File: config.mk
export PLATFORM = sky130hd
export DESIGN_NAME = pde_gpio
export DESIGN_NICKNAME = d
export VERILOG_FILES = /design/src/rtl/pde_pkg.sv /design/src/rtl/pde_gpio.sv
export VERILOG_INCLUDE_DIRS = /design/src /design/src/rtl
export SDC_FILE = /design/constraint.sdc
export NUM_CORES = 1
export LEC_CHECK = 0
export BUFFER_PORTS_ARGS = -buffer_cell sky130_fd_sc_hd__buf_4
export CAP_MARGIN = 10
export CORE_AREA = 5 5 93 95
export CTS_BUF_LIST = sky130_fd_sc_hd__clkbuf_8
export CTS_CLUSTER_SIZE = 14
export DETAILED_ROUTE_END_ITERATION = 6
export DIE_AREA = 0 0 98 100
export GPL_TIMING_DRIVEN = 0
export PLACE_DENSITY_LB_ADDON = 0.12
export SETUP_SLACK_MARGIN = 0.5
export SYNTH_ARGS = -nofsm -noshare
export SYNTH_HDL_FRONTEND = slang
export SYNTH_SLANG_ARGS = --single-unit
File: constraint.sdc
create_clock -name clk -period 1.7 [get_ports clk]
set_clock_uncertainty 0.2 [all_clocks]
set_input_delay 0.085 -clock clk [delete_from_list [all_inputs] [get_ports clk]]
set_output_delay 0.085 -clock clk [all_outputs]
set_load 0.01 [all_outputs]
File: src/rtl/pde_params.svh
// Constants of the two-port GPIO block: offsets, widths and reset values.
// Assumes an 8-bit register port with byte addresses.
`ifndef PDE_PARAMS_SVH
`define PDE_PARAMS_SVH
`define PDE_ADDR_W 16
`define PDE_DATA_W 8
`define PDE_D_W 6
`define PDE_E_W 5
`define PDE_OFS_D_DATA 16'h0003
`define PDE_OFS_D_DIR 16'h0007
`define PDE_OFS_E_DATA 16'h0008
`define PDE_OFS_E_DIR 16'h0009
`define PDE_DIR_D_RESET 6'h00
`define PDE_DIR_E_RESET 5'h00
`define PDE_BIT_USBDM 4
`define PDE_BIT_USBDP 3
`define PDE_BIT_T2CH 2
`define PDE_BIT_T1CH 1
`define PDE_BIT_TIMER_EXT_CLOCK_PIN 0
`define PDE_PS_EXT_CLK 3'h7
`endif

File: src/rtl/pde_pkg.sv
// Types shared by the two-port GPIO block.
// Assumes the constants header is included alongside.
package pde_pkg;
    typedef enum logic [1:0] {
        PDE_REG_D_DATA = 2'b00,
        PDE_REG_D_DIR = 2'b01,
        PDE_REG_E_DATA = 2'b11,
        PDE_REG_E_DIR = 2'b10
    } pde_reg_type;
endpackage
File: src/rtl/pde_gpio.sv
// Port D (6-bit open-drain) and port E (5-bit shared) GPIO with registers.
// Assumes pin inputs synchronous to clk, option and ownership bits driven
// by the option register, USB, timer and interrupt blocks elsewhere.
//
// The address-and-strobe port is this design's own decision.
`timescale 1ns/100ps
`include "pde_params.svh"

module pde_gpio
    import pde_pkg::*;
(
    // Clock and reset
    input wire logic clk,
    input wire logic resetn,
    // Register port
    input wire logic [`PDE_ADDR_W-1:0] addr,
    input wire logic [`PDE_DATA_W-1:0] wrData,
    input wire logic wrStrobe,
    input wire logic rdStrobe,
    output logic [`PDE_DATA_W-1:0] rdData,
    // Port options from elsewhere
    input wire logic ledDirectDriveSelect,
    input wire logic infraredDriveSelect,
    input wire logic bit4PullupEnable,
    input wire logic bit3PullupEnable,
    input wire logic lowBitsPullupEnable,
    input wire logic bit4InterruptEnable,
    input wire logic usbFunctionEnable,
    input wire logic dminusPullupEnable,
    // Timer ownership and signals
    input wire logic [1:0] timer2EdgeLevel,
    input wire logic [1:0] timer1EdgeLevel,
    input wire logic [2:0] prescalerSelect,
    input wire logic timer2ChannelOut,
    input wire logic timer2ChannelOe,
    input wire logic timer1ChannelOut,
    input wire logic timer1ChannelOe,
    // USB transceiver signals
    input wire logic usbDminusOut,
    input wire logic usbDplusOut,
    input wire logic usbDriveEnable,
    // Port D pins
    input wire logic [`PDE_D_W-1:0] portDIn,
    output logic [`PDE_D_W-1:0] portDOut,
    output logic [`PDE_D_W-1:0] portDOen,
    output logic [`PDE_D_W-1:0] portDHighSink,
    output logic [`PDE_D_W-1:0] portDInfraredSink,
    // Port E pins
    input wire logic [`PDE_E_W-1:0] portEIn,
    output logic [`PDE_E_W-1:0] portEOut,
    output logic [`PDE_E_W-1:0] portEOen,
    output logic [`PDE_E_W-1:0] portEPullup,
    output logic dminusPullup,
    // Alternate inputs to other blocks
    output logic extIrqPin,
    output logic timerExtClock,
    output logic timer2ChannelIn,
    output logic timer1ChannelIn
);

    // ******************************************************
    // Decode helpers
    // ******************************************************

    // Returns the register hit by an address, valid flag in bit 2
    function automatic logic [2:0] decodeAddr(input logic [`PDE_ADDR_W-1:0] a);
        case (a)
            `PDE_OFS_D_DATA: decodeAddr = {1'b1, PDE_REG_D_DATA};
            `PDE_OFS_D_DIR: decodeAddr = {1'b1, PDE_REG_D_DIR};
            `PDE_OFS_E_DATA: decodeAddr = {1'b1, PDE_REG_E_DATA};
            `PDE_OFS_E_DIR: decodeAddr = {1'b1, PDE_REG_E_DIR};
            default: decodeAddr = 3'b000;
        endcase
    endfunction

    // Timer channel owns its pin when edge/level bits are nonzero
    function automatic logic timerOwns(input logic [1:0] els);
        timerOwns = |els;
    endfunction

    // ******************************************************
    // Register state
    // ******************************************************

    logic [`PDE_D_W-1:0] dLatch;
    logic [`PDE_D_W-1:0] dDir;
    logic [`PDE_E_W-1:0] eLatch;
    logic [`PDE_E_W-1:0] eDir;
    logic [`PDE_D_W-1:0] next_dLatch;
    logic [`PDE_D_W-1:0] next_dDir;
    logic [`PDE_E_W-1:0] next_eLatch;
    logic [`PDE_E_W-1:0] next_eDir;
    logic [`PDE_DATA_W-1:0] next_rdData;
    logic [2:0] hit;

    assign hit = decodeAddr(addr);

    // Next values of latches, directions and read data
    always_comb begin
        next_dLatch = dLatch;
        next_dDir = dDir;
        next_eLatch = eLatch;
        next_eDir = eDir;
        next_rdData = 8'h00;
        if (wrStrobe && hit[2]) begin
            case (pde_reg_type'(hit[1:0]))
                PDE_REG_D_DATA: next_dLatch = wrData[`PDE_D_W-1:0];
                PDE_REG_D_DIR: next_dDir = wrData[`PDE_D_W-1:0];
                PDE_REG_E_DATA: next_eLatch = wrData[`PDE_E_W-1:0];
                PDE_REG_E_DIR: next_eDir = wrData[`PDE_E_W-1:0];
                default: next_dLatch = dLatch;
            endcase
        end
        if (rdStrobe && hit[2]) begin
            case (pde_reg_type'(hit[1:0]))
                // Output bits read latch, input bits read the pin
                PDE_REG_D_DATA:
                    next_rdData = {2'b00, (dDir & dLatch) | (~dDir & portDIn)};
                PDE_REG_D_DIR: next_rdData = {2'b00, dDir};
                PDE_REG_E_DATA:
                    next_rdData = {3'b000, (eDir & eLatch) | (~eDir & portEIn)};
                PDE_REG_E_DIR: next_rdData = {3'b000, eDir};
                default: next_rdData = 8'h00;
            endcase
        end
    end

    // Latches have no reset; directions and read data clear
    always_ff @(posedge clk) begin
        dLatch <= next_dLatch;
        eLatch <= next_eLatch;
    end

    // Directions and read data
    always_ff @(posedge clk or negedge resetn) begin
        if (!resetn) begin
            dDir <= `PDE_DIR_D_RESET;
            eDir <= `PDE_DIR_E_RESET;
            rdData <= 8'h00;
        end else begin
            dDir <= next_dDir;
            eDir <= next_eDir;
            rdData <= next_rdData;
        end
    end

    // ******************************************************
    // Pin control
    // ******************************************************

    logic [`PDE_D_W-1:0] next_portDOut;
    logic [`PDE_D_W-1:0] next_portDOen;
    logic [`PDE_D_W-1:0] next_portDHighSink;
    logic [`PDE_D_W-1:0] next_portDInfraredSink;
    logic [`PDE_E_W-1:0] next_portEOut;
    logic [`PDE_E_W-1:0] next_portEOen;
    logic [`PDE_E_W-1:0] next_portEPullup;
    logic next_dminusPullup;
    logic next_extIrqPin;
    logic next_timerExtClock;
    logic next_timer2ChannelIn;
    logic next_timer1ChannelIn;
    logic [`PDE_E_W-1:0] eDrive;
    logic [`PDE_E_W-1:0] eLevel;

    // Port D open-drain: enable low only when an output latch holds 0
    genvar gi;
    generate
        for (gi = 0; gi < `PDE_D_W; gi++) begin : gDPin
            assign next_portDOut[gi] = 1'b0;
            assign next_portDOen[gi] = ~(dDir[gi] & ~dLatch[gi]);
            if (gi >= 2) begin : gLed
                assign next_portDHighSink[gi] = ledDirectDriveSelect;
                assign next_portDInfraredSink[gi] = 1'b0;
            end else begin : gIr
                assign next_portDHighSink[gi] = 1'b0;
                assign next_portDInfraredSink[gi] = infraredDriveSelect;
            end
        end
    endgenerate

    // Port E ownership, drive and pullups
    always_comb begin
        eDrive = eDir;
        eLevel = eLatch;
        next_portEPullup = '0;
        // Timer channels take direction and level from the timer
        if (timerOwns(timer2EdgeLevel)) begin
            eDrive[`PDE_BIT_T2CH] = timer2ChannelOe;
            eLevel[`PDE_BIT_T2CH] = timer2ChannelOut;
        end
        if (timerOwns(timer1EdgeLevel)) begin
            eDrive[`PDE_BIT_T1CH] = timer1ChannelOe;
            eLevel[`PDE_BIT_T1CH] = timer1ChannelOut;
        end
        // Selected external clock makes bit 0 a pure input
        if (prescalerSelect == `PDE_PS_EXT_CLK) begin
            eDrive[`PDE_BIT_TIMER_EXT_CLOCK_PIN] = 1'b0;
        end
        // Low three bits are push-pull general outputs
        next_portEOut[2:0] = eLevel[2:0];
        next_portEOen[2:0] = ~eDrive[2:0];
        next_portEPullup[2:0] = {3{lowBitsPullupEnable}};
        if (usbFunctionEnable) begin
            // USB transceiver owns D- and D+
            next_portEOut[4:3] = {usbDminusOut, usbDplusOut};
            next_portEOen[4:3] = {2{~usbDriveEnable}};
        end else begin
            // Open-drain: drive low only for an output latch of 0
            next_portEOut[4:3] = 2'b00;
            next_portEOen[4:3] = ~(eDir[4:3] & ~eLatch[4:3]);
            next_portEPullup[4] = bit4PullupEnable & ~eDir[4];
            next_portEPullup[3] = bit3PullupEnable & ~eDir[3];
        end
        next_dminusPullup = usbFunctionEnable & dminusPullupEnable;
        next_extIrqPin = bit4InterruptEnable & ~usbFunctionEnable
            ? portEIn[`PDE_BIT_USBDM] : 1'b1;
        next_timerExtClock = prescalerSelect == `PDE_PS_EXT_CLK
            ? portEIn[`PDE_BIT_TIMER_EXT_CLOCK_PIN] : 1'b0;
        next_timer2ChannelIn = portEIn[`PDE_BIT_T2CH];
        next_timer1ChannelIn = portEIn[`PDE_BIT_T1CH];
    end

    // Register every pin and alternate output
    always_ff @(posedge clk or negedge resetn) begin
        if (!resetn) begin
            portDOut <= '0;
            portDOen <= '1;
            portDHighSink <= '0;
            portDInfraredSink <= '0;
            portEOut <= '0;
            portEOen <= '1;
            portEPullup <= '0;
            dminusPullup <= 1'b0;
            extIrqPin <= 1'b1;
            timerExtClock <= 1'b0;
            timer2ChannelIn <= 1'b0;
            timer1ChannelIn <= 1'b0;
        end else begin
            portDOut <= next_portDOut;
            portDOen <= next_portDOen;
            portDHighSink <= next_portDHighSink;
            portDInfraredSink <= next_portDInfraredSink;
            portEOut <= next_portEOut;
            portEOen <= next_portEOen;
            portEPullup <= next_portEPullup;
            dminusPullup <= next_dminusPullup;
            extIrqPin <= next_extIrqPin;
            timerExtClock <= next_timerExtClock;
            timer2ChannelIn <= next_timer2ChannelIn;
            timer1ChannelIn <= next_timer1ChannelIn;
        end
    end
endmodule

## Yosys cells after proc, flatten, opt, wreduce, memory -nomap -nowiden

Cells that the tools add are included.

- Equality and inequality tests: 8
- Multiplexer cells: 13
- Bitwise operators: 38
- Reduce and logical (&&, ||, !) cells: 9

Operators with widths:

| kind | count |
|---|---|
| $eq A16 B4 Y1 const B | 2 |
| $pmux W8 S4 | 1 |
| $eq A16 B2 Y1 const B | 1 |
| $eq A16 B3 Y1 const B | 1 |
| $not A1 Y1 | 16 |
| $and A6 B6 Y6 | 2 |
| $pmux W3 S4 | 1 |
| $and A1 B1 Y1 | 10 |
| $and A5 B5 Y5 | 2 |
| $mux W8 | 1 |
| $reduce_and A2 Y1 | 4 |
| $mux W1 | 7 |
| $mux W2 | 3 |
| $not A6 Y6 | 1 |
| $or A6 B6 Y6 | 1 |
| $not A5 Y5 | 1 |
| $or A5 B5 Y5 | 1 |
| $eq A2 B2 Y1 const B | 2 |
| $not A2 Y2 | 2 |
| $reduce_or A2 Y1 | 2 |
| $eq A3 B3 Y1 const B | 1 |
| $not A3 Y3 | 1 |
| $and A2 B2 Y2 | 1 |
| $eq A2 B1 Y1 const B | 1 |
| other kinds (2) | 3 |

- Flip-flop bits (word level): 58
- Input bits: 61

## Logic depth before layout (Yosys ltp)

Gate-level depths: netlist (run 1).

- Word-level depth: 5
- Gate-level depth with buffers: 5
- Gate-level depth less buffers: 4

## Least setup slack after synthesis (run 1)

Ideal clock, no wire load.

- Kind: input port to flip-flop
- Start point: input port addr[10]
- End point: register dLatch[0] (enable)
- Arrival time: 1.506 ns
- Data required time: 1.123 ns
- Slack: -0.383 ns
- Stages: 4
- Buffers on the path: 0
- Path through: or4_4 > nor3_2 > nand3_1 > nor3_1

- Word-level cells in the longest chain between the ends: 4
- Elaborated cells on any way between the ends: 8
- Those cells by class: 4 x eq/ne; 1 x mux; 3 x reduce/logical

RTL lines:

| what | RTL line | source |
|---|---|---|
| start: declaration | pde_gpio.sv:16 | `` input wire logic [`PDE_ADDR_W-1:0] addr, `` |
| $eq A16 B4 Y1, or another cell as far along | pde_gpio.sv:67 | `case (a)` |
| $pmux W3 S4 * | pde_gpio.sv:67 |  |
| $logic_not A2 Y1 / $logic_and A1 B1 Y1 (equally long branches) | pde_gpio.sv:106, pde_gpio.sv:105 |  |
| $reduce_and A2 Y1 (no line) * | n/a |  |
| end signal: assignment | pde_gpio.sv:130 | `dLatch <= next_dLatch;` |
| end: declaration | pde_gpio.sv:85 | `` logic [`PDE_D_W-1:0] dLatch; `` |

Mark *: on every way between the ends. The rest lies on a longest branch, timed or not.
A chain may end at the register's enable or synchronous reset.

## Worst setup path in the final report (run 1)

- Start point: input port addr[10]
- End point: register eLatch[1] (enable)

- Word-level cells in the longest chain between the ends: 4
- Elaborated cells on any way between the ends: 8
- Those cells by class: 5 x eq/ne; 1 x mux; 2 x reduce/logical

RTL lines:

| what | RTL line | source |
|---|---|---|
| $eq A16 B4 Y1, or another cell as far along | pde_gpio.sv:67 |  |
| $pmux W3 S4 * | pde_gpio.sv:67 |  |
| $eq A2 B2 Y1 / $logic_and A1 B1 Y1 (equally long branches) | pde_gpio.sv:106, pde_gpio.sv:105 |  |
| $reduce_and A2 Y1 (no line) * | n/a |  |
| end signal: assignment | pde_gpio.sv:131 | `eLatch <= next_eLatch;` |
| end: declaration | pde_gpio.sv:87 | `` logic [`PDE_E_W-1:0] eLatch; `` |

Marks and branches as above.

==> key figures, run 1 <==
Cells and area
  • Diode count: 0
  • Layout net count: 391
  • Layout cell share with drive strength beyond 1: 0.5710
  • Area growth syn-to-layout: 74.93%

Run status
  • Outcome: finished, violations left
  • Failing checks: hold timing, setup timing

STA
  • Max Freq: 0.5680 GHz
  • Rel. slew slack: 0.4878
  • Period Utilization, post-route: 1.036
  • Unrepaired setup endpoints after global routing: yes
  • Hold slack: -41.22 ps
  • Setup-failing EPs final: 12
  • Worst setup margin: -60.47 ps
  • Count of final max-slew check failures: 0
  • Worst-Margin Slew: 767.4 ps
  • Final Hold Fails: 5
  • Post-route minimum period: 1760 ps

Placed design
  • # port buffers: 95
  • DP HPWL: 4252 um
  • Placer Congestion: 0.6816
  • Dpl ws: -473.1 ps

Die
  • Die area: 0.009800 mm^2
  • Initial core utilization: 0.3022
  • Width of the die: 98 um
  • Core area: 0.007647 mm^2
  • Die Y: 100 um
  • I/O pin cnt: 113
  • Num rows: 32

Global route
  • GR Layer Usage met1: 0.1681
  • Gr busiest metal: met2
  • First-pass GRT wire length: 10140 um
  • Overflow after GRT: 0
  • GRT Total Usage: 0.1295
  • Met3 Use GR: 0.02919
  • Vias in the first global route: 1983
  • Initial antenna violation count: 0
  • M2 GR Usage: 0.2136
  • Largest net degree at the start of global routing: 44

Clocking
  • Bufs on Longest Clock Path: 2
  • Clk_lat worst skew: 300 ps
  • TritonCTS buffer count: 5
  • CTS tree: built
  • CTS Root Cell: clkbuf_8
  • CTS sink count: 54
  • Clock slew at reported path FFs: 100 ps
  • H-tree Lvls: 2
  • Hold Buf Count CTS: 34

Pwr
  • Seq pwr share: 0.545
  • Gate power share: 0.161
  • Total power: 2493 uW
  • LEAKAGE: 0.001826 uW
  • Switching share of total power: 0.2311
  • Internal power: 1917 uW
  • Power Density: 616.6 mW/mm^2
  • Sw Pwr: 576.0 uW
  • Clock network power share: 0.294
  • Worst-case vdd ir drop: 0.2722 mV

Critical path
  • Critical Path AT: 1550 ps
  • Worst-path fanout max: 5
  • Reg2Reg Depth: 4
  • Crit Path Class: input port to flop
  • Worst setup SP type: input port
  • Critical Path RT: 1490 ps
  • CP endpoint kind: flop

Yosys
  • Synth Flop Type: dfrtp_1
  • FF+latch count, synth: 54
  • Post-synthesis cell type count: 39
  • Cell Area, Synth: 0.002311 mm^2
  • Post-synth EDFFs: 11
  • Ys Warns: 0
  • Share of flip-flops with an asynchronous set or reset: 0.7963
  • Avg Inst Size Synth: 13.51 um^2
  • Post-synthesis sequential area ratio: 0.6151
  • Cells after Synth: 171

Hold path
  • Hold path depth: 3
  • Min-Delay Path Class: input port to flop

Routing
  • Via density: 4.282
  • Initial DRC count: 58
  • DR WL/cell: 14.73 um
  • DRC: 0
  • Routed via count: 1854
  • Drt total wl: 6377 um
  • Final ANT Viol Nets: 0
  • Drt pass-1 iters: 4

Job
  • Max-cap violations: 0
[placed cells by master, fill, tap and decap left out, drive strengths merged, types with 7 or more instances in the layout]
| master | n |
|---|---|
| clkbuf | 8 |
| mux2i | 7 |
| mux2 | 13 |
| conb | 14 |
| o21ai | 7 |
| dlygate4sd3 | 32 |
| nor2 | 11 |
| edfxtp | 11 |
| buf | 127 |
| dfstp | 12 |
| dfrtp | 31 |
[stage by stage]
step                      TNS [ps]  cells  cell area [um^2]    util
after CTS                        0    427              3933  0.5142
final                       -358.9    433              4043  0.5286
after global placement      -11090    381              3326  0.4349
after detailed placement    -10540    381              3326  0.4349
after floorplan              -1668    184              2485       -
after global routing        -732.2    433              4043  0.5286
[critical path, cell delays in order]
cell and delay, ps:
buf_6 90, or4_4 580, nor3_4 270, nand3_2 130
buf_4 170, nor2_4 230
[path summary, 6_finish.rpt]
path	startpoint	end	slack, ps
max	addr[10]	eLatch[1]	-60
min	rdStrobe	rdData[3]	-40
max reg2reg	eDir[4]	rdData[4]	130
min reg2reg	eLatch[0]	portEOut[0]	180
max in group asynchronous	resetn	eDir[1]	760
min in group asynchronous	resetn	portEOut[4]	120
[timing repair]
action / in CTS / in global routing
setup buffers: 4 / 6
pin swaps: 7 / 5
cloned: 0 / 0
hold endpoints to repair: 90 / 3
endpoints found under the setup margin: 46 / 52
gates resized for setup: 37 / 14
[sequential cells by signal, indices dropped and copies added, names as in the netlist]
register,flops
portEOut,5
extIrqPin,1
dDir,6
eLatch,5
timerExtClock,1
dLatch,6
portEOen,5
portEPullup,3
timer2ChannelIn,1
portDHighSink,1
timer1ChannelIn,1
portDOen,6
rdData,6
dminusPullup,1
portDInfraredSink,1
eDir,5
[layer usage]
layer  share of wire  vias up
met2            0.48       78
met1            0.44      867
met5               0        -
li1                -      900
met4           0.020        0
met3           0.059        9
[cell usage after synthesis (2+ instances only)]
library cell   n  area share
dfrtp_1       31        0.34
and2_1         4       0.011
a211oi_1       4       0.013
nor3b_1        3      0.0097
clkbuf_1       2      0.0032
o2bb2ai_1      4       0.015
edfxtp_1      11        0.14
dfstp_2       12        0.14
nand3_1        3      0.0065
mux2_1         8       0.039
a2111oi_1      2      0.0087
inv_1          2      0.0032
mux2_2         5       0.024
buf_4         20       0.065
a22oi_1        2      0.0065
nor2_1        11       0.018
buf_2          2      0.0043
nand2_1        5      0.0081
o21ai_0        6       0.013
mux2i_1        7       0.030
nand2b_1       6       0.016
nor3_1         2      0.0043
or4_4          3       0.015
[power groups by stage]
stage	Combinational (uW)	Sequential, uW	Clock [uW]
after detailed placement	312	1380	0
after CTS	397	1360	757
after floorplan	107	1390	0
after global placement	310	1380	0
final	402	1360	732
after global routing	437	1360	792
[layout make-up]
cell class                 instances  area (um^2)
tap                              102        127.6
fill                             708         3605
clock buffer                       6        82.58
multi-input combinational        104        948.4
buffer                            24        203.9
sequential                        54         1428
timing repair buffer             139         1236
clock inverter                     2        8.758
inverter                           2        7.507
[logic make-up after synthesis]
logic type | Yosys count | synth area share
AOI/OAI and AO/OA | 25 | 0.09312
buffers and inverters | 26 | 0.07580
DFF | 54 | 0.6151
muxes | 20 | 0.09367
other | 1 | 0.001623
and+or+nand+nor | 45 | 0.1207
Note: power is estimated with default switching activity, not from simulation.
==> run 2: changes to the inputs <==
--- a/config.mk
+++ b/config.mk
@@ -17,4 +17,5 @@
 export PLACE_DENSITY_LB_ADDON = 0.12
 export SETUP_SLACK_MARGIN = 0.5
+export SKIP_LAST_GASP = 1
 export SYNTH_ARGS = -nofsm -noshare
 export SYNTH_HDL_FRONTEND = slang
==> constraint.sdc (replaced) <==
create_clock -name clk -period 1.7 [get_ports clk]
set_clock_uncertainty 0.2 [all_clocks]
set_input_delay 0 -clock clk [delete_from_list [all_inputs] [get_ports clk]]
set_output_delay 0 -clock clk [all_outputs]
set_load 0.01 [all_outputs]
==> run 2 against run 1 <==
Effect of this change: the flow finishes with violations (hold timing); largest cell class unchanged; maximum frequency rose by 5.3%; critical path depth stayed put; via count up 1.6%; non-clock buffer count grew 10.
==> key figures, run 2 (synthesis results as in run 1) <==
Critical path
  • Slowest cell on the critical path: or4_4
  • R2R Path Start: eDir[1]
  • Reg-to-reg setup timing slack: 190 ps (+60 ps)
  • CP endpoint kind: flop
  • Worst-path fanout max: 5 (unchanged)
  • Critical Path AT: 1460 ps (-90 ps)
  • Crit-path max cell delay: 580 ps (about the same)
  • Reg2Reg Depth: 4 (unchanged)
  • Crit path buf inv count: 2 (unchanged)
  • Worst setup SP type: input port
  • Crit Path Class: input port to flop
  • Critical Path RT: 1490 ps (about the same)
  • CP top delay family: simple AND/OR/NAND/NOR gates
  • Reg2Reg Capture Point: rdData[1]
  • Crit path cell chain: buf_6 -> or4_4 -> nor3_4 -> nand3_2 -> buf_4 -> nor2_4

Clocking
  • CTS Root Cell: clkbuf_8
  • CTS tree: built
  • Clock slew at reported path FFs: 90 ps (about the same)
  • Clk_lat worst skew: 300 ps (about the same)
  • H-tree Lvls: 2 (unchanged)
  • CTS sink count: 54 (unchanged)
  • TritonCTS buffer count: 5 (unchanged)
  • Bufs on Longest Clock Path: 2 (unchanged)

Run status
  • Outcome: finished, violations left
  • Failing checks: hold timing

STA
  • Setup Total Neg Slack: 0 ps (+358.9 ps)
  • Unrepaired setup endpoints after global routing: yes
  • Period Utilization, post-route: 0.9836 (-0.05200)
  • Post-route minimum period: 1672 ps (-88.40 ps)
  • Max Freq: 0.5981 GHz (+5.3%)
  • Final Hold Fails: 6 (+1)
  • Count of final max-slew check failures: 0 (unchanged)
  • Worst-Margin Slew: 770.0 ps (+2.592 ps)
  • Rel. slew slack: 0.4861 (-0.001730)
  • Setup-failing EPs final: 0 (-12)
  • Hold slack: -114.6 ps (-73.34 ps)

Die
  • Num rows: 32 (unchanged)
  • Width of the die: 98 um (unchanged)
  • Core area: 0.007647 mm^2 (unchanged)
  • Die Y: 100 um (unchanged)
  • Die area: 0.009800 mm^2 (unchanged)
  • Initial core utilization: 0.3022 (unchanged)
  • I/O pin cnt: 113 (unchanged)

Global route
  • Largest net degree at the start of global routing: 44 (unchanged)
  • Vias in the first global route: 2007 (+1.2%)
  • GRT Total Usage: 0.1309 (+0.001478)
  • Initial antenna violation count: 0 (unchanged)
  • First-pass GRT wire length: 10300 um (+1.6%)
  • Overflow after GRT: 0 (unchanged)

Routing
  • Drt total wl: 6424 um (+0.74%)
  • Final ANT Viol Nets: 0 (unchanged)
  • DRC: 0 (unchanged)
  • Initial DRC count: 75 (+29%)
  • Drt pass-1 iters: 3 (-1)
  • Routed via count: 1883 (+1.6%)
  • DR WL/cell: 14.50 um (-1.5%)
  • Via density: 4.251 (-0.73%)

Cells and area
  • Multi-input gate area: 965.9 um^2 (+1.8%)
  • Layout filler cell count: 700 (-1.1%)
  • Finished Cell Area: 0.004063 mm^2 (+0.50%)
  • Layout cell share with drive strength beyond 1: 0.5718 (+0.0008505)
  • Layout net count: 401 (+2.6%)
  • Diode count: 0 (unchanged)
  • Area growth syn-to-layout: 75.80%
  • Most frequent cells in the layout: buf_4, dlygate4sd3_1, dfrtp_1, buf_6, conb_1
  • Most common cell after layout, fill and taps aside: buf_4
  • FF/Latch Area: 0.001426 mm^2 (about the same)
  • Final core utilization: 0.5313 (+0.002618)

Pwr
  • Seq pwr share: 0.545 (about the same)
  • Internal power: 1917 uW (about the same)
  • LEAKAGE: 0.001816 uW (-0.55%)
  • Gate power share: 0.164 (+0.003)
  • Power Density: 612.3 mW/mm^2 (-0.69%)
  • Switching share of total power: 0.2292 (-0.001874)
  • Clock network power share: 0.291 (-0.003)
  • Sw Pwr: 570.1 uW (-1.0%)
  • Worst-case vdd ir drop: 0.2720 mV (about the same)
  • Total power: 2488 uW (-0.20%)

Placed design
  • Placer Congestion: 0.6816 (unchanged)
  • Post-DP Area: 0.003326 mm^2 (unchanged)
  • DP HPWL: 4252 um (unchanged)
  • # port buffers: 95 (unchanged)

Hold path
  • Hold path startpoint: portDIn[5]
  • Min-Delay Path Class: input port to flop
  • Hold path depth: 3 (unchanged)
  • Hold endpoint: rdData[5]

Job
  • Max-cap violations: 0 (unchanged)
==> run 2: worst reg2reg max path, stage by stage, from the launching register on <==
cell	delay [ps]
dfrtp_2	410
mux2i_1	230
o2bb2ai_1	120
a2111oi_4	320
a211oi_1	80
==> run 2: how the worst max path moves through the flow <==
| stage | from | end | slack, ps | cells past startpoint |
|---|---|---|---|---|
| after floorplan | addr[6] | dLatch[0] | -50 | 4 |
| after global placement | addr[1] | eDir[4] | -440 | 5 |
| after detailed placement | addr[1] | eDir[4] | -390 | 5 |
| after CTS | addr[10] | rdData[0] | 110 | 5 |
| after global routing | addr[10] | dLatch[4] | 30 | 6 |
| final | addr[10] | eLatch[0] | 30 | 6 |
==> run 2: stage by stage <==
step                cells  setup slack, ps  hold slack (ps)
floorplan             184           -49.25           -495.6
global placement      381           -441.1           -166.4
detailed placement    381           -388.1           -160.1
CTS                   434            113.1           -246.1
global route          443            27.01           -120.3
finish                443            27.93           -114.6
==> run 2: metal layers <==
metal / global-route usage / share of wire / up-vias
li1: - / - / 919
met2: 0.2110 / 0.49 / 82
met3: 0.03197 / 0.064 / 7
met1: 0.1716 / 0.43 / 875
met4: 0.04792 / 0.016 / 0
met5: 0 / 0 / -
==> run 2: layout make-up <==
type                       instances  share of cell area
buffer                            24             0.04712
clock buffer                       6             0.02033
clock inverter                     2            0.002156
inverter                           2            0.001848
multi-input combinational        104              0.2378
sequential                        54              0.3511
tap                              102             0.03141
timing repair buffer             149              0.3083
==> run 2: timing repair <==
action	4_1_cts	5_1_grt
pin swaps	5	6
endpoints found under the hold margin	95	8
setup buffers	6	8
resized for setup	12	21
gates cloned	0	0
hold buffers	39	1
setup endpoints to repair	28	35
==> run 2: power groups by stage <==
stage | Sequential [uW] | Clock (uW) | Combinational [uW]
5_1_grt | 1360 | 792 | 444
3_5_place_dp | 1380 | 0 | 312
6_report | 1360 | 725 | 407
2_1_floorplan | 1390 | 0 | 107
3_3_place_gp | 1380 | 0 | 310
4_1_cts | 1360 | 757 | 393
==> run 3: changes to the inputs <==
- ABC_AREA: not set -> 1
- CORE_AREA: 5 5 93 95 -> 5 5 96 98
- DIE_AREA: 0 0 98 100 -> 0 0 101 103
==> run 3 against run 2 <==
Effect of this change: the flow still finishes with violations (hold timing); critical path type is now flop to flop; utilization decreased by 2.3 points; global-route usage shrank 0.22 points; sequential share of layout area is 1.7 points lower; total power rose by 4.9%; worst hold slack better by 14 ps; synthesized cell count increased by 53%; largest power group unchanged; critical path depth up 1; non-clock buffer count increased by 10; design area rose by 4.8%.
==> key figures, run 3 <==
Run status
  • Outcome: finished, violations left
  • Failing checks: hold timing

Yosys
  • Share of the synthesized area in the top cell type: 0.3154 (-0.02032)
  • FF+latch count, synth: 54 (unchanged)
  • Ranking of synthesized cells by area: dfrtp_1, edfxtp_1, dfstp_2, nand2_1, nor2_1
  • Most frequent cell after synthesis: nand2_1
  • Avg Inst Size Synth: 9.425 um^2 (-30%)
  • Synth cell count leaders: nand2_1, nor2_1, dfrtp_1
  • Post-synthesis sequential area ratio: 0.5778 (-0.03723)
  • Area leader, netlist: dfrtp_1
  • Post-synthesis cell type count: 27 (-31%)
  • Cells after Synth: 261 (+53%)
  • Ys Warns: 0 (unchanged)
  • Synth Flop Type: dfrtp_1
  • Share of flip-flops with an asynchronous set or reset: 0.7963 (unchanged)
  • Cell Area, Synth: 0.002460 mm^2 (+6.4%)
  • Post-synth EDFFs: 11 (unchanged)

Placed design
  • # port buffers: 96 (+1.1%)
  • Dpl ws: -102.6 ps (+285.5 ps)
  • DP HPWL: 4510 um (+6.1%)
  • Placed Cells: 478 (+25%)
  • Placer Congestion: 0.7504 (+10%)

Cells and area
  • Area growth syn-to-layout: 73.14%
  • Layout cell share with drive strength beyond 1: 0.4910 (-0.08090)
  • Multi-input gate area: 934.6 um^2 (-3.2%)
  • FF/Latch Area: 0.001423 mm^2 (-0.26%)
  • Layout net count: 502 (+25%)
  • Most frequent cells in the layout: buf_4, nand2_1, dlygate4sd3_1, dfrtp_1, nor2_1
  • Diode count: 0 (unchanged)
  • Finished Layout Cells: 550 (+24%)
  • Most common cell after layout, fill and taps aside: buf_4
  • Layout filler cell count: 793 (+13%)

Die
  • I/O pin cnt: 113 (unchanged)
  • Width of the die: 101 um (+3.1%)
  • Die Y: 103 um (+3.0%)
  • Initial core utilization: 0.2935 (-0.008672)
  • Core area: 0.008381 mm^2 (+9.6%)
  • Num rows: 34 (+6.3%)
  • Die area: 0.01040 mm^2 (+6.2%)

Global route
  • Overflow after GRT: 0 (unchanged)
  • First-pass GRT wire length: 10430 um (+1.2%)
  • Largest net degree at the start of global routing: 44 (unchanged)
  • Initial antenna violation count: 0 (unchanged)
  • GRT Total Usage: 0.1287 (-0.002219)
  • Vias in the first global route: 2304 (+15%)

STA
  • Period Utilization, post-route: 0.7270 (-0.2566)
  • Max Freq: 0.8091 GHz (+35%)
  • Unrepaired setup endpoints after global routing: yes
  • Hold slack: -100.9 ps (+13.69 ps)
  • Setup-failing EPs final: 0 (unchanged)
  • Post-route minimum period: 1236 ps (-436.1 ps)
  • Final Hold Fails: 1 (-5)
  • Count of final max-slew check failures: 0 (unchanged)
  • Worst setup margin: 464.1 ps (+436.1 ps)
  • Worst-Margin Slew: 536.1 ps (-233.9 ps)
  • Rel. slew slack: 0.6426 (+0.1565)

Clocking
  • H-tree Lvls: 2 (unchanged)
  • Bufs on Longest Clock Path: 2 (unchanged)
  • CTS tree: built
  • Clock slew at reported path FFs: 90 ps (about the same)
  • CTS sink count: 54 (unchanged)
  • Hold Buf Count CTS: 40 (+2.6%)
  • CTS Root Cell: clkbuf_8
  • TritonCTS buffer count: 5 (unchanged)
  • Clk_lat worst skew: 300 ps (about the same)

Pwr
  • Clock network power share: 0.318 (+0.027)
  • Total power: 2610 uW (+4.9%)
  • Internal power: 2038 uW (+6.3%)
  • Power Density: 612.9 mW/mm^2 (about the same)
  • Sw Pwr: 572.8 uW (+0.46%)
  • LEAKAGE: 0.002062 uW (+14%)
  • Worst-case vdd ir drop: 0.2994 mV (+10%)
  • Gate power share: 0.162 (-0.002)
  • Seq pwr share: 0.520 (-0.025)
  • Switching share of total power: 0.2194 (-0.009774)

Routing
  • Initial DRC count: 78 (+4.0%)
  • Routed via count: 2262 (+20%)
  • Via density: 4.113 (-3.2%)
  • DR WL/cell: 11.92 um (-18%)
  • DRC: 0 (unchanged)
  • Drt pass-1 iters: 4 (+1)
  • Drt total wl: 6554 um (+2.0%)
  • Final ANT Viol Nets: 0 (unchanged)

Critical path
  • Critical Path AT: 1270 ps (-190 ps)
  • Levels on crit path: 7 (+1)
  • Worst-path fanout max: 4 (-1)
  • Critical Path RT: 1740 ps (+250 ps)
  • Crit-path max cell delay: 420 ps (-160 ps)
  • Crit path buf inv count: 1 (-1)
  • CP top delay family: simple AND/OR/NAND/NOR gates
  • Crit Path Class: flop to flop
  • Slowest cell on the critical path: dfrtp_1
  • Worst setup SP type: flop
  • Reg2Reg Depth: 7 (+3)
  • Crit path cell chain: inv_1 -> nor2_2 -> nor2_2 -> nand4_1 -> nand3_1 -> nor2_1 -> nor2_1
  • CP endpoint kind: flop

Hold path
  • Min-Delay Path Class: input port to flop
  • Hold path depth: 5 (+2)

Job
  • Max-cap violations: 0 (unchanged)
run 3: changes by cell type after synthesis, sizes merged, moves of 4 or more:
| cell | previous run | this run |
|---|---|---|
| a2111oi | 5 | 0 |
| a211oi | 5 | 0 |
| and2 | 4 | 0 |
| inv | 2 | 31 |
| mux2 | 13 | 2 |
| mux2i | 7 | 1 |
| nand2 | 5 | 53 |
| nand2b | 6 | 0 |
| nand3 | 4 | 9 |
| nand4 | 0 | 11 |
| nor2 | 11 | 46 |
| o21ai | 7 | 22 |
| o2bb2ai | 4 | 0 |
| or2 | 0 | 6 |
run 3: logic make-up (layout without fill, tap and decap cells):
| kind of cell | after synthesis | after routing | synth area share |
|---|---|---|---|
| mux | 3 | 3 | 0.01322 |
| compound gates | 23 | 23 | 0.05442 |
| buf+inv | 54 | 222 | 0.1170 |
| other cells | 1 | 14 | 0.001524 |
| flops | 54 | 54 | 0.5778 |
| simple gates | 126 | 126 | 0.2360 |
run 3: per-stage QoR:
stage               hold slack [ps]  setup TNS [ps]  instance area (um^2)  utilization
global route                 -82.44               0                  4259       0.5082
CTS                          -101.6               0                  4148       0.4949
floorplan                    -495.6               0                  2560            -
detailed placement           -172.6          -511.8                  3416       0.4076
global placement             -167.5          -419.1                  3416       0.4076
finish                       -100.9               0                  4259       0.5082
run 3: metal layers:
| metal | wire length [um] | global-route usage | up-vias |
|---|---|---|---|
| li1 | - | - | 1151 |
| met1 | 2699 | 0.1515 | 1027 |
| met4 | 80 | 0.04397 | 0 |
| met2 | 3271 | 0.2289 | 79 |
| met5 | 0 | 0 | - |
| met3 | 503 | 0.03248 | 5 |
run 3: what timing repair did:
action	CTS	global route
cloned	0	0
pin swaps	16	5
gates resized for setup	31	20
endpoints found under the setup margin	17	35
buffers inserted	18	6
hold endpoints to repair	90	1
run 3: worst register-to-register path, stage by stage, from the launching register on:
cell	delay, ps
dfrtp_1	420
inv_1	80
nor2_2	40
nor2_2	120
nand4_1	100
nand3_1	90
nor2_1	40
nor2_1	90
run 3: area by class of cell:
class / instances / share of cell area
Tap cell: 108 / 0.03173
Sequential cell: 54 / 0.3340
Inverter: 31 / 0.02732
Clock buffer: 5 / 0.01616
Buffer: 23 / 0.04465
Timing Repair Buffer: 160 / 0.3170
Clock inverter: 3 / 0.009694
Multi-Input combinational cell: 166 / 0.2194
run 3: path summary, 6_finish.rpt:
check / slack, ps / endpoint / from
worst max-delay path: 460 / rdData[4] / eDir[4]
worst min-delay path: -100 / dDir[5] / wrStrobe
worst max register to register: 460 / rdData[4] / eDir[4]
worst min register to register: 190 / portEOut[0] / eLatch[0]
max in group asynchronous: 890 / portDHighSink[2] / resetn
min in group asynchronous: 20 / dminusPullup / resetn
run 3: power groups by stage:
stage / Clock, uW / Sequential, uW / Combinational, uW
floorplan: 0 / 1400 / 111
CTS: 867 / 1360 / 410
finish: 831 / 1360 / 422
detailed placement: 0 / 1380 / 319
global route: 916 / 1360 / 465
global placement: 0 / 1380 / 316
